$ cat config.mk
export PLATFORM = sky130hd
export DESIGN_NAME = logic_cell
export DESIGN_NICKNAME = d
export VERILOG_FILES = /design/src/cell_pkg.sv /design/src/logic_cell.sv
export SDC_FILE = /design/constraint.sdc
export NUM_CORES = 1
export LEC_CHECK = 0
export BUFFER_PORTS_ARGS = -buffer_cell sky130_fd_sc_hd__buf_2
export CORE_UTILIZATION = 52
export CTS_CLUSTER_SIZE = 40
export DETAILED_ROUTE_END_ITERATION = 10
export PLACE_DENSITY_LB_ADDON = 0.1
export SYNTH_ARGS = -nofsm -noshare
export SYNTH_HDL_FRONTEND = slang
export SYNTH_SLANG_ARGS = --single-unit
$ cat constraint.sdc
create_clock -name aclk -period 2.6 [get_ports aclk]
set_input_delay 0.39 -clock aclk [delete_from_list [all_inputs] [get_ports aclk]]
set_output_delay 0.39 -clock aclk [all_outputs]
set_load 0.02 [all_outputs]
$ cat src/cell_pkg.sv
// Package for the configurable logic cell: register map, field positions,
// reset values and the enumerations of operating modes and control schemes.
// Assumes an AXI4-Lite master with 32-bit data and a 4-bit byte address.
`default_nettype none
package cell_pkg;

  localparam int unsigned AXI_ADDR_W = 4;
  localparam int unsigned AXI_DATA_W = 32;

  // Register byte offsets
  localparam logic [3:0]  CFG_OFF    = 4'h0;
  localparam logic [3:0]  LUT_OFF    = 4'h4;
  localparam logic [3:0]  STATUS_OFF = 4'h8;

  // Configuration register fields
  localparam int unsigned MODE_POS      = 0;
  localparam int unsigned CARRY_SEL_POS = 2;
  localparam int unsigned CASC_EN_POS   = 3;
  localparam int unsigned PACK_EN_POS   = 4;
  localparam int unsigned LOCAL_SEL_POS = 5;
  localparam int unsigned GLOBAL_SEL_POS = 6;
  localparam int unsigned SCHEME_POS    = 7;
  localparam int unsigned CLR_SEL_POS   = 10;
  localparam int unsigned PRE_INV_POS   = 11;
  localparam int unsigned CHIP_RST_POS  = 12;
  localparam int unsigned CFG_W         = 13;
  localparam int unsigned LUT_W         = 16;

  // Status register fields
  localparam int unsigned ST_Q_POS      = 0;
  localparam int unsigned ST_COMB_POS   = 1;
  localparam int unsigned ST_CARRY_POS  = 2;
  localparam int unsigned ST_CASC_POS   = 3;
  localparam int unsigned ST_LOCAL_POS  = 4;
  localparam int unsigned ST_GLOBAL_POS = 5;
  localparam int unsigned ST_TRI_POS    = 6;
  localparam int unsigned ST_CLRN_POS   = 7;
  localparam int unsigned ST_PREN_POS   = 8;
  localparam int unsigned ST_W          = 9;

  // Reset values
  localparam logic [CFG_W-1:0] CFG_RST  = 13'h0000;
  localparam logic [LUT_W-1:0] LUT_RST  = 16'h0000;
  localparam logic             Q_RST    = 1'b0;

  // AXI responses
  localparam logic [1:0] RESP_OKAY   = 2'b00;
  localparam logic [1:0] RESP_SLVERR = 2'b10;

  typedef enum logic [1:0] {
    MODE_NORMAL,
    MODE_ARITH,
    MODE_UPDOWN,
    MODE_CLRCNT
  } mode_t;

  typedef enum logic [2:0] {
    SCH_CLEAR,
    SCH_PRESET,
    SCH_CLR_PRE,
    SCH_LOAD_CLR,
    SCH_LOAD_PRE,
    SCH_LOAD
  } scheme_t;

endpackage
`default_nettype wire

$ cat src/logic_cell.sv
// One configurable logic cell with LUT, carry and cascade paths, a packable
// register with clear/preset/load schemes, an emulated internal bus and an
// AXI4-Lite slave for configuration and status.
// Assumes neighbour cells and routing drive the data pins in the aclk domain.
//
// Overview of operation
// - Normal mode feeds four data inputs and carry-in into a 4-input LUT.
// - A configuration bit picks carry-in or data_in_three as one LUT input.
// - Normal mode may AND the LUT output with cascade-in onto cascade-out.
// - Local and global outputs each select LUT or register independently.
// - Packed register loads from data_in_four while LUT computes three inputs.
// - A packed register keeps clock enable, clear and preset like any other.
// - Arithmetic mode uses two 3-input LUTs for the sum and carry-out.
// - Arithmetic mode still allows the cascade chain alongside the carry chain.
// - Up/down counter has enable, clock enable, direction and data loading.
// - Counter modes load synchronously through a 2-to-1 multiplexer.
// - Counters also load asynchronously through clear and preset, no LUT used.
// - Clearable counter takes sync clear on cascade-in, ANDed with load mux.
// - Emulated bus resolves contention to low and no driver to high.
// - In the clear scheme, asynchronous clear comes from either cluster control line, by choice.
// - In load schemes, control line one loads data_in_three at once.
// - Register clear and preset are active low; unused ones are held high.
// - Six control schemes: clear, preset, both, load+clear, load+preset, load.
// - Enabled chip-wide reset overrides all; inverted registers read as preset.
// - Preset may use the clear with register input and output inverted.
// - Clear-and-preset: line one sets to one, line two clears.
// - Load-with-clear: line one drives preset and clear, line two only clear.
// - Load-with-preset: inverted register, line two presets, line one loads.
// - The register has a synchronous clock enable in all four modes.
`default_nettype none
module logic_cell
  import cell_pkg::*;
#(
  parameter int unsigned TRI_DRIVERS = 4
)(
  input  wire  logic                            aclk,
  input  wire  logic                            aresetn,
  input  wire  logic [cell_pkg::AXI_ADDR_W-1:0] s_axi_awaddr,
  input  wire  logic [2:0]                      s_axi_awprot,
  input  wire  logic                            s_axi_awvalid,
  output logic                                  s_axi_awready,
  input  wire  logic [cell_pkg::AXI_DATA_W-1:0] s_axi_wdata,
  input  wire  logic [3:0]                      s_axi_wstrb,
  input  wire  logic                            s_axi_wvalid,
  output logic                                  s_axi_wready,
  output logic [1:0]                            s_axi_bresp,
  output logic                                  s_axi_bvalid,
  input  wire  logic                            s_axi_bready,
  input  wire  logic [cell_pkg::AXI_ADDR_W-1:0] s_axi_araddr,
  input  wire  logic [2:0]                      s_axi_arprot,
  input  wire  logic                            s_axi_arvalid,
  output logic                                  s_axi_arready,
  output logic [cell_pkg::AXI_DATA_W-1:0]       s_axi_rdata,
  output logic [1:0]                            s_axi_rresp,
  output logic                                  s_axi_rvalid,
  input  wire  logic                            s_axi_rready,
  input  wire  logic                            data_in_one,
  input  wire  logic                            data_in_two,
  input  wire  logic                            data_in_three,
  input  wire  logic                            data_in_four,
  input  wire  logic                            carry_in,
  input  wire  logic                            cascade_in,
  input  wire  logic                            cluster_ctrl_one,
  input  wire  logic                            cluster_ctrl_two,
  input  wire  logic                            cell_clk_en,
  input  wire  logic                            chip_reset_n,
  input  wire  logic [TRI_DRIVERS-1:0]          tri_drv_data,
  input  wire  logic [TRI_DRIVERS-1:0]          tri_drv_oe,
  output logic                                  carry_out,
  output logic                                  cascade_out,
  output logic                                  local_out,
  output logic                                  global_out,
  output logic                                  tri_bus_out
);

  // ---------------------------------------------------------------------
  // Register file state
  logic [CFG_W-1:0]      cfg_ff;
  logic [LUT_W-1:0]      lut_ff;
  logic                  q_ff;

  // AXI write channel state
  logic                  aw_held_ff;
  logic [AXI_ADDR_W-1:0] awaddr_ff;
  logic                  w_held_ff;
  logic [AXI_DATA_W-1:0] wdata_ff;
  logic [3:0]            wstrb_ff;
  logic                  bvalid_ff;
  logic [1:0]            bresp_ff;

  // AXI read channel state
  logic                  rvalid_ff;
  logic [AXI_DATA_W-1:0] rdata_ff;
  logic [1:0]            rresp_ff;

  // ---------------------------------------------------------------------
  // Configuration fields
  mode_t   mode;
  scheme_t scheme;
  wire logic carry_sel  = cfg_ff[CARRY_SEL_POS];
  wire logic casc_en    = cfg_ff[CASC_EN_POS];
  wire logic pack_en    = cfg_ff[PACK_EN_POS];
  wire logic local_sel  = cfg_ff[LOCAL_SEL_POS];
  wire logic global_sel = cfg_ff[GLOBAL_SEL_POS];
  wire logic clr_sel    = cfg_ff[CLR_SEL_POS];
  wire logic pre_inv    = cfg_ff[PRE_INV_POS];
  wire logic chip_rst_en = cfg_ff[CHIP_RST_POS];

  assign mode   = mode_t'(cfg_ff[MODE_POS +: 2]);
  assign scheme = scheme_t'(cfg_ff[SCHEME_POS +: 3]);

  // ---------------------------------------------------------------------
  // Asynchronous control: register clear/preset are active low
  logic clr_n;
  logic pre_n;
  logic inv_reg;

  wire logic clr_line  = clr_sel ? cluster_ctrl_two : cluster_ctrl_one;
  wire logic load_hi   = cluster_ctrl_one & data_in_three;
  wire logic load_lo   = cluster_ctrl_one & ~data_in_three;

  always_comb
  begin
    clr_n   = 1'b1;
    pre_n   = 1'b1;
    inv_reg = 1'b0;
    case (scheme)
      SCH_CLEAR:
      begin
        clr_n = ~clr_line;
      end
      SCH_PRESET:
      begin
        if (pre_inv)
        begin
          // Inverted register frees data_in_three for the operating mode
          clr_n   = ~cluster_ctrl_one;
          inv_reg = 1'b1;
        end
        else
        begin
          pre_n = ~cluster_ctrl_one;
        end
      end
      SCH_CLR_PRE:
      begin
        // Load input is taken as held high, so line one sets to one
        pre_n = ~cluster_ctrl_one;
        clr_n = ~cluster_ctrl_two;
      end
      SCH_LOAD_CLR:
      begin
        pre_n = ~load_hi;
        clr_n = ~(load_lo | cluster_ctrl_two);
      end
      SCH_LOAD_PRE:
      begin
        // The source of data_in_three arrives inverted to match
        inv_reg = 1'b1;
        pre_n   = ~load_hi;
        clr_n   = ~(load_lo | cluster_ctrl_two);
      end
      SCH_LOAD:
      begin
        pre_n = ~load_hi;
        clr_n = ~load_lo;
      end
      default:
      begin
        clr_n = 1'b1;
        pre_n = 1'b1;
      end
    endcase
  end

  wire logic chip_rst = chip_rst_en & ~chip_reset_n;

  // Stored value seen immediately while a control is asserted, so a load
  // or clear shows at the outputs without waiting for the clock edge.
  logic stored_now;

  always_comb
  begin
    if (chip_rst)
      stored_now = Q_RST;
    else if (!clr_n)
      stored_now = 1'b0;
    else if (!pre_n)
      stored_now = 1'b1;
    else
      stored_now = q_ff;
  end

  // Output inversion makes an inverted register read as preset after reset
  wire logic q_out = stored_now ^ inv_reg;

  // ---------------------------------------------------------------------
  // Normal mode LUT
  wire logic       lut_in3  = carry_sel ? carry_in : data_in_three;
  wire logic       lut_in4  = pack_en ? 1'b0 : data_in_four;
  wire logic [3:0] norm_idx = {lut_in4, lut_in3, data_in_two, data_in_one};
  wire logic       norm_lut = lut_ff[norm_idx];
  wire logic       norm_d   = pack_en ? data_in_four : norm_lut;

  // Arithmetic mode: low half of the mask is the sum, high half the carry
  wire logic [2:0] arith_idx = {carry_in, data_in_two, data_in_one};
  wire logic       arith_sum = lut_ff[{1'b0, arith_idx}];
  wire logic       arith_cy  = lut_ff[{1'b1, arith_idx}];

  // Counter modes: data_in_two enables counting, data_in_four selects load
  // of data_in_three, cascade-in carries direction or the sync clear.
  wire logic count_up  = (mode == MODE_UPDOWN) ? cascade_in : 1'b1;
  wire logic sclr_n    = (mode == MODE_CLRCNT) ? cascade_in : 1'b1;
  wire logic cnt_lut   = q_out ^ (data_in_two & carry_in);
  wire logic cnt_carry = carry_in & (count_up ? q_out : ~q_out);
  wire logic cnt_mux   = data_in_four ? data_in_three : cnt_lut;
  wire logic cnt_d     = cnt_mux & sclr_n;

  // Mode selection
  logic comb_val;
  logic d_sel;
  logic carry_val;
  logic casc_src;

  always_comb
  begin
    comb_val  = 1'b0;
    d_sel     = 1'b0;
    carry_val = 1'b0;
    casc_src  = 1'b0;
    case (mode)
      MODE_NORMAL:
      begin
        comb_val  = norm_lut;
        d_sel     = norm_d;
        casc_src  = norm_lut;
      end
      MODE_ARITH:
      begin
        comb_val  = arith_sum;
        d_sel     = arith_sum;
        carry_val = arith_cy;
        casc_src  = arith_sum;
      end
      MODE_UPDOWN, MODE_CLRCNT:
      begin
        comb_val  = cnt_d;
        d_sel     = cnt_d;
        carry_val = cnt_carry;
        casc_src  = 1'b1;
      end
      default:
      begin
        comb_val  = 1'b0;
      end
    endcase
  end

  // Counters use cascade-in for control, so their cascade-out stays neutral
  wire logic casc_on = casc_en & ((mode == MODE_NORMAL) | (mode == MODE_ARITH));

  assign cascade_out = casc_on ? (casc_src & cascade_in) : casc_src;
  assign carry_out   = carry_val;
  assign local_out   = local_sel ? q_out : comb_val;
  assign global_out  = global_sel ? q_out : comb_val;

  // ---------------------------------------------------------------------
  // Cell register: same controls whether packed or not
  wire logic d_store = d_sel ^ inv_reg;
  logic nxt_q;

  always_comb
  begin
    if (chip_rst | ~clr_n | ~pre_n)
      nxt_q = stored_now;
    else if (cell_clk_en)
      nxt_q = d_store;
    else
      nxt_q = q_ff;
  end

  always_ff @(posedge aclk)
  begin
    if (!aresetn)
      q_ff <= Q_RST;
    else
      q_ff <= nxt_q;
  end

  // ---------------------------------------------------------------------
  // Emulated internal bus
  logic [TRI_DRIVERS-1:0] drv_term;
  logic [TRI_DRIVERS-1:0] other_en;

  genvar gi;
  generate
    for (gi = 0; gi < TRI_DRIVERS; gi++)
    begin : g_drv
      assign drv_term[gi] = tri_drv_oe[gi] & tri_drv_data[gi];
      assign other_en[gi] = tri_drv_oe[gi] & |(tri_drv_oe & ~(TRI_DRIVERS'(1) << gi));
    end
  endgenerate

  wire logic tri_any   = |tri_drv_oe;
  wire logic tri_multi = |other_en;

  assign tri_bus_out = !tri_any ? 1'b1 : (tri_multi ? 1'b0 : |drv_term);

  // ---------------------------------------------------------------------
  // AXI4-Lite write path: address and data taken in either order
  assign s_axi_awready = ~aw_held_ff & ~bvalid_ff;
  assign s_axi_wready  = ~w_held_ff & ~bvalid_ff;

  wire logic                  aw_take = s_axi_awvalid & s_axi_awready;
  wire logic                  w_take  = s_axi_wvalid & s_axi_wready;
  wire logic                  wr_go   = (aw_held_ff | aw_take) & (w_held_ff | w_take);
  wire logic [AXI_ADDR_W-1:0] wr_addr = aw_held_ff ? awaddr_ff : s_axi_awaddr;
  wire logic [AXI_DATA_W-1:0] wr_data = w_held_ff ? wdata_ff : s_axi_wdata;
  wire logic [3:0]            wr_strb = w_held_ff ? wstrb_ff : s_axi_wstrb;

  wire logic wr_cfg  = {wr_addr[3:2], 2'b00} == CFG_OFF;
  wire logic wr_lut  = {wr_addr[3:2], 2'b00} == LUT_OFF;
  wire logic wr_stat = {wr_addr[3:2], 2'b00} == STATUS_OFF;

  function automatic logic [AXI_DATA_W-1:0] merge(input logic [AXI_DATA_W-1:0] old,
                                                   input logic [AXI_DATA_W-1:0] val,
                                                   input logic [3:0]            strb);
    logic [AXI_DATA_W-1:0] res;
    res = old;
    for (int b = 0; b < 4; b++)
      if (strb[b])
        res[8*b +: 8] = val[8*b +: 8];
    return res;
  endfunction

  wire logic [AXI_DATA_W-1:0] cfg_wide = merge({{(AXI_DATA_W-CFG_W){1'b0}}, cfg_ff},
                                               wr_data, wr_strb);
  wire logic [AXI_DATA_W-1:0] lut_wide = merge({{(AXI_DATA_W-LUT_W){1'b0}}, lut_ff},
                                               wr_data, wr_strb);

  always_ff @(posedge aclk)
  begin
    if (!aresetn)
    begin
      aw_held_ff <= 1'b0;
      awaddr_ff  <= '0;
      w_held_ff  <= 1'b0;
      wdata_ff   <= '0;
      wstrb_ff   <= 4'h0;
      bvalid_ff  <= 1'b0;
      bresp_ff   <= RESP_OKAY;
      cfg_ff     <= CFG_RST;
      lut_ff     <= LUT_RST;
    end
    else
    begin
      if (aw_take && !wr_go)
      begin
        aw_held_ff <= 1'b1;
        awaddr_ff  <= s_axi_awaddr;
      end
      if (w_take && !wr_go)
      begin
        w_held_ff <= 1'b1;
        wdata_ff  <= s_axi_wdata;
        wstrb_ff  <= s_axi_wstrb;
      end
      if (wr_go)
      begin
        aw_held_ff <= 1'b0;
        w_held_ff  <= 1'b0;
        bvalid_ff  <= 1'b1;
        bresp_ff   <= (wr_cfg | wr_lut | wr_stat) ? RESP_OKAY : RESP_SLVERR;
        if (wr_cfg)
          cfg_ff <= cfg_wide[CFG_W-1:0];
        if (wr_lut)
          lut_ff <= lut_wide[LUT_W-1:0];
      end
      else if (s_axi_bready)
      begin
        bvalid_ff <= 1'b0;
      end
    end
  end

  assign s_axi_bvalid = bvalid_ff;
  assign s_axi_bresp  = bresp_ff;

  // ---------------------------------------------------------------------
  // AXI4-Lite read path: one read at a time, answered the next cycle
  assign s_axi_arready = ~rvalid_ff;

  wire logic ar_take = s_axi_arvalid & s_axi_arready;
  wire logic rd_cfg  = {s_axi_araddr[3:2], 2'b00} == CFG_OFF;
  wire logic rd_lut  = {s_axi_araddr[3:2], 2'b00} == LUT_OFF;
  wire logic rd_stat = {s_axi_araddr[3:2], 2'b00} == STATUS_OFF;

  wire logic [ST_W-1:0] status_val = {pre_n, clr_n, tri_bus_out, global_out, local_out,
                                      cascade_out, carry_out, comb_val, q_out};

  wire logic [AXI_DATA_W-1:0] rd_val =
    rd_cfg  ? {{(AXI_DATA_W-CFG_W){1'b0}}, cfg_ff} :
    rd_lut  ? {{(AXI_DATA_W-LUT_W){1'b0}}, lut_ff} :
    rd_stat ? {{(AXI_DATA_W-ST_W){1'b0}}, status_val} : '0;

  always_ff @(posedge aclk)
  begin
    if (!aresetn)
    begin
      rvalid_ff <= 1'b0;
      rdata_ff  <= '0;
      rresp_ff  <= RESP_OKAY;
    end
    else if (ar_take)
    begin
      rvalid_ff <= 1'b1;
      rdata_ff  <= rd_val;
      rresp_ff  <= (rd_cfg | rd_lut | rd_stat) ? RESP_OKAY : RESP_SLVERR;
    end
    else if (s_axi_rready)
    begin
      rvalid_ff <= 1'b0;
    end
  end

  assign s_axi_rvalid = rvalid_ff;
  assign s_axi_rdata  = rdata_ff;
  assign s_axi_rresp  = rresp_ff;

endmodule
`default_nettype wire

==> impl_metrics.prom <==
# TYPE chip_impl_metric gauge
chip_impl_metric{name="chip_width",unit="µm"} 89.8
chip_impl_metric{name="numPortBuffers",unit=""} 74
chip_impl_info{name="cell_type_contributing_the_most_total_cell_area_after_synthesis",value="dfxtp_1"} 1
chip_impl_info{name="min_path_type",value="input pin to register"} 1
chip_impl_info{name="violations",value="setup timing"} 1
chip_impl_metric{name="insertion_delay_of_the_later_clocked_pin_in_the_worst_skew_pair",unit="ns"} 0.36
chip_impl_metric{name="asyncSetResetFlopFracSynth",unit="%"} 0
chip_impl_info{name="cts_tree",value="done"} 1
chip_impl_metric{name="design.core.area",unit="mm²"} 0.00733
chip_impl_metric{name="synth.top_cell.area_share",unit="%"} 36.0
chip_impl_info{name="worst_path_most_repeated_cell",value="mux2i_1"} 1
chip_impl_metric{name="drt_first_iter_violations",unit=""} 216
chip_impl_metric{name="grt_antenna_before_repair",unit=""} 0
chip_impl_metric{name="totalNegativeSetupSlack",unit="ns"} -0.0955
chip_impl_metric{name="dp_hpwl",unit="µm"} 6750
chip_impl_metric{name="setup_viol",unit=""} 2
chip_impl_info{name="cts-root-buf",value="clkbuf_8"} 1
chip_impl_metric{name="num_rows",unit=""} 31
chip_impl_metric{name="post_synthesis_mean_instance_area",unit="µm²"} 8.94
chip_impl_metric{name="areaGrowthSynthToFinish",unit="%"} 16.7
chip_impl_metric{name="grt_max_degree",unit=""} 49
chip_impl_metric{name="fin_total_pwr",unit="mW"} 2.70
chip_impl_metric{name="netlist_area",unit="mm²"} 0.00401
chip_impl_metric{name="power_density",unit="mW/mm²"} 578
chip_impl_info{name="path_cells",value="a21boi_2, mux2i_1, o22ai_2, o221ai_4, xnor2_1, o2111a_2, o2bb2ai_4, mux2i_1, buf_4"} 1
chip_impl_metric{name="synth_seq_cells",unit=""} 72
chip_impl_metric{name="gp_congestion",unit=""} 0.823
chip_impl_metric{name="drt.antenna.violating_nets",unit=""} 0
chip_impl_metric{name="cap_violations",unit=""} 0
chip_impl_info{name="run_status",value="complete, but fails checks"} 1
chip_impl_metric{name="antenna_cells_inserted",unit=""} 0
chip_impl_metric{name="fp.dieH",unit="µm"} 89.8
chip_impl_metric{name="stdcell_count",unit=""} 630
chip_impl_metric{name="n_fill_cell",unit=""} 645
chip_impl_info{name="layout.cells.most_common",value="nand2_1"} 1
chip_impl_metric{name="synth_enable_flop_cells",unit=""} 0
chip_impl_metric{name="vias_per_cell",unit=""} 5.46
chip_impl_metric{name="groute.usage.overall",unit="%"} 24.9
chip_impl_metric{name="share_of_the_yosys_chip_area_belonging_to_registers",unit="%"} 36.0
chip_impl_metric{name="first_global_vias",unit=""} 3338
chip_impl_metric{name="synth_cells",unit=""} 448
chip_impl_metric{name="clock_tree.buffer_depth",unit=""} 2
chip_impl_metric{name="die_area",unit="mm²"} 0.00806
chip_impl_metric{name="worstPathMaxFanout",unit=""} 7
chip_impl_info{name="final_cell_mix",value="nand2_1, buf_2, dfxtp_1, o211a_1, mux2i_1"} 1
chip_impl_metric{name="synth.lib_cells_used.distinct",unit=""} 56
chip_impl_metric{name="wl",unit="µm"} 9410
chip_impl_metric{name="period_share",unit="%"} 102
chip_impl_metric{name="timing.slew.headroom",unit="%"} 55.9
chip_impl_metric{name="start_util",unit="%"} 54.7
chip_impl_metric{name="clock_sink_count",unit=""} 72
chip_impl_metric{name="worst-slew-pin-transition",unit="ns"} 0.659
chip_impl_metric{name="post_route_cells_drive_above_1_share",unit="%"} 26.9
chip_impl_info{name="critPathLaunchType",value="register"} 1
chip_impl_metric{name="first_pass_grt_wire_length",unit="µm"} 15900
chip_impl_metric{name="clock_transition_at_the_registers_of_the_reported_paths",unit="ns"} 0.08
chip_impl_metric{name="min_period",unit="ns"} 2.65
chip_impl_metric{name="timing.critical_path.slowest_cell_delay",unit="ns"} 0.39
chip_impl_metric{name="boundaryPins",unit=""} 121
chip_impl_metric{name="number_of_optimization_iterations_in_the_first_detailed_route_pass",unit=""} 5
chip_impl_info{name="setup.worst_path.end_class",value="output port"} 1
chip_impl_metric{name="routed-via-count",unit=""} 3441
chip_impl_info{name="unrepaired_setup_endpoints_after_global_routing",value="true"} 1
chip_impl_metric{name="yosysWarningCount",unit=""} 0
chip_impl_metric{name="vdd.ir_drop.worst",unit="V"} 0.000311
chip_impl_metric{name="achievable-frequency",unit="MHz"} 378
chip_impl_metric{name="fin_worst_skew",unit="ns"} 0.0153
chip_impl_metric{name="drv_slew",unit=""} 0
chip_impl_metric{name="timing.critical_path.required",unit="ns"} 2.21
chip_impl_metric{name="cts_inserted_buffers",unit=""} 9
chip_impl_metric{name="final.setup.worst_slack",unit="ns"} -0.0480
chip_impl_info{name="postSynth.topFlopCell",value="dfxtp_1"} 1
chip_impl_metric{name="drt-wirelength-per-cell",unit="µm"} 14.9
chip_impl_metric{name="ctsHtreeMaxLevel",unit=""} 3
chip_impl_metric{name="cp_data_arrival_time",unit="ns"} 2.26
chip_impl_info{name="post_synth_main_area_contributors",value="dfxtp_1, o211a_1, nand2_1, mux2i_1, a21boi_0"} 1
chip_impl_metric{name="dp.cells",unit=""} 608
chip_impl_metric{name="drc",unit=""} 0
chip_impl_metric{name="power.static_leakage",unit="nW"} 2.30
chip_impl_metric{name="fin_nets",unit=""} 601
chip_impl_info{name="worst_path_max_delay_cell",value="dfxtp_4"} 1
chip_impl_metric{name="grt_overflow",unit=""} 0
chip_impl_metric{name="holdBufCountCts",unit=""} 0
chip_impl_metric{name="final_hold_viol_count",unit=""} 0
chip_impl_info{name="setup.worst_path.class",value="register to output port"} 1
## state kept, by name, summed over array words and instances, names as in the netlist
name,count
s_axi_rresp,1
s_axi_rdata,16
s_axi_bvalid,1
wdata_ff,16
awaddr_ff,2
s_axi_rvalid,1
wstrb_ff,2
s_axi_bresp,1
cfg_ff,13
q_ff,1
aw_held_ff,1
w_held_ff,1
lut_ff,16
## synth_stat cells (2+ instances only)
cell	n
a22oi_1	8
xnor2_1	3
o21ai_1	3
clkbuf_8	4
o21ai_0	11
dfxtp_1	72
nor2b_1	13
buf_6	3
a31oi_1	2
nor2_1	29
nand3_1	5
mux4_1	2
buf_4	19
o221ai_1	2
mux2_2	6
nand2_1	88
nand2b_1	6
clkbuf_1	9
o211ai_1	3
mux2i_1	31
nor3_1	4
nand3b_1	3
mux4_2	2
o22ai_1	4
inv_1	11
a21oi_2	2
a21boi_0	20
buf_2	8
a21oi_1	15
o211a_1	34
## cell type report
class,instances,area (µm²),area share (%)
multi-input cells,338,2300,49.2
flip-flops and latches,72,1450,31.0
repair buffers,94,542,11.6
clock buffers,11,151,3.24
well taps,99,124,2.65
clock inverters,5,63.8,1.37
inverters,11,41.3,0.883
## where the power goes
part / internal (mW) / leakage, nW / switching [mW]
clock: 0.502 / 0.106 / 0.455
sequential: 1.16 / 0.589 / 0.0514
combinational: 0.223 / 1.60 / 0.308
total: 1.89 / 2.30 / 0.814
## kinds of logic after synthesis
family	synth area share, %
AOI/OAI and AO/OA	24.5
and+or+nand+nor	17.6
DFF	36.0
other	0.0936
buffers and inverters	8.93
xor gates and xnor gates	1.06
muxes	11.9
## critical path: cells and delay by family, from the launching register on
kind            cells  cell delay (ns)
mux                 2             0.19
buf+inv             1             0.16
compound gates      5             1.01
xor+xnor            1             0.15
flops               1             0.39
## through the flow
step	worst slack [ns]	area, µm²	hold slack, ns	util [%]
after CTS	-0.0684	4620	0.276	63.1
final	-0.0480	4670	0.276	63.8
after detailed placement	0.0461	4370	0.456	59.5
after floorplan	0.310	4070	0.443	-
after global placement	0.114	4370	0.445	59.5
after global routing	-0.150	4670	0.293	63.8
## final timing paths
kind / startpoint / to / slack [ns] / cells after the start
worst max-delay path: cfg_ff[7] / global_out / -0.05 / 9
worst min register to register: wdata_ff[13] / wdata_ff[13] / 0.46 / 2
worst max register to register: aw_held_ff / cfg_ff[8] / 0.46 / 6
worst min-delay path: s_axi_arvalid / s_axi_rvalid / 0.28 / 2
## metal layers
| layer | global-route usage, % | vias to the layer above | wire length, µm |
|---|---|---|---|
| met5 | 0 | - | 0 |
| met4 | 10.8 | 0 | 135 |
| met3 | 4.40 | 9 | 447 |
| met2 | 41.8 | 113 | 4580 |
| met1 | 31.3 | 1621 | 4240 |
| li1 | - | 1698 | - |
## timing repair
| action | 4_1_cts | 5_1_grt |
|---|---|---|
| buffers inserted | 3 | 3 |
| cloned | 0 | 0 |
| setup endpoints to repair | 3 | 4 |
| gates resized for setup | 9 | 8 |
| pin swaps | 2 | 4 |
No activity file was read; power rests on OpenSTA's default activity.
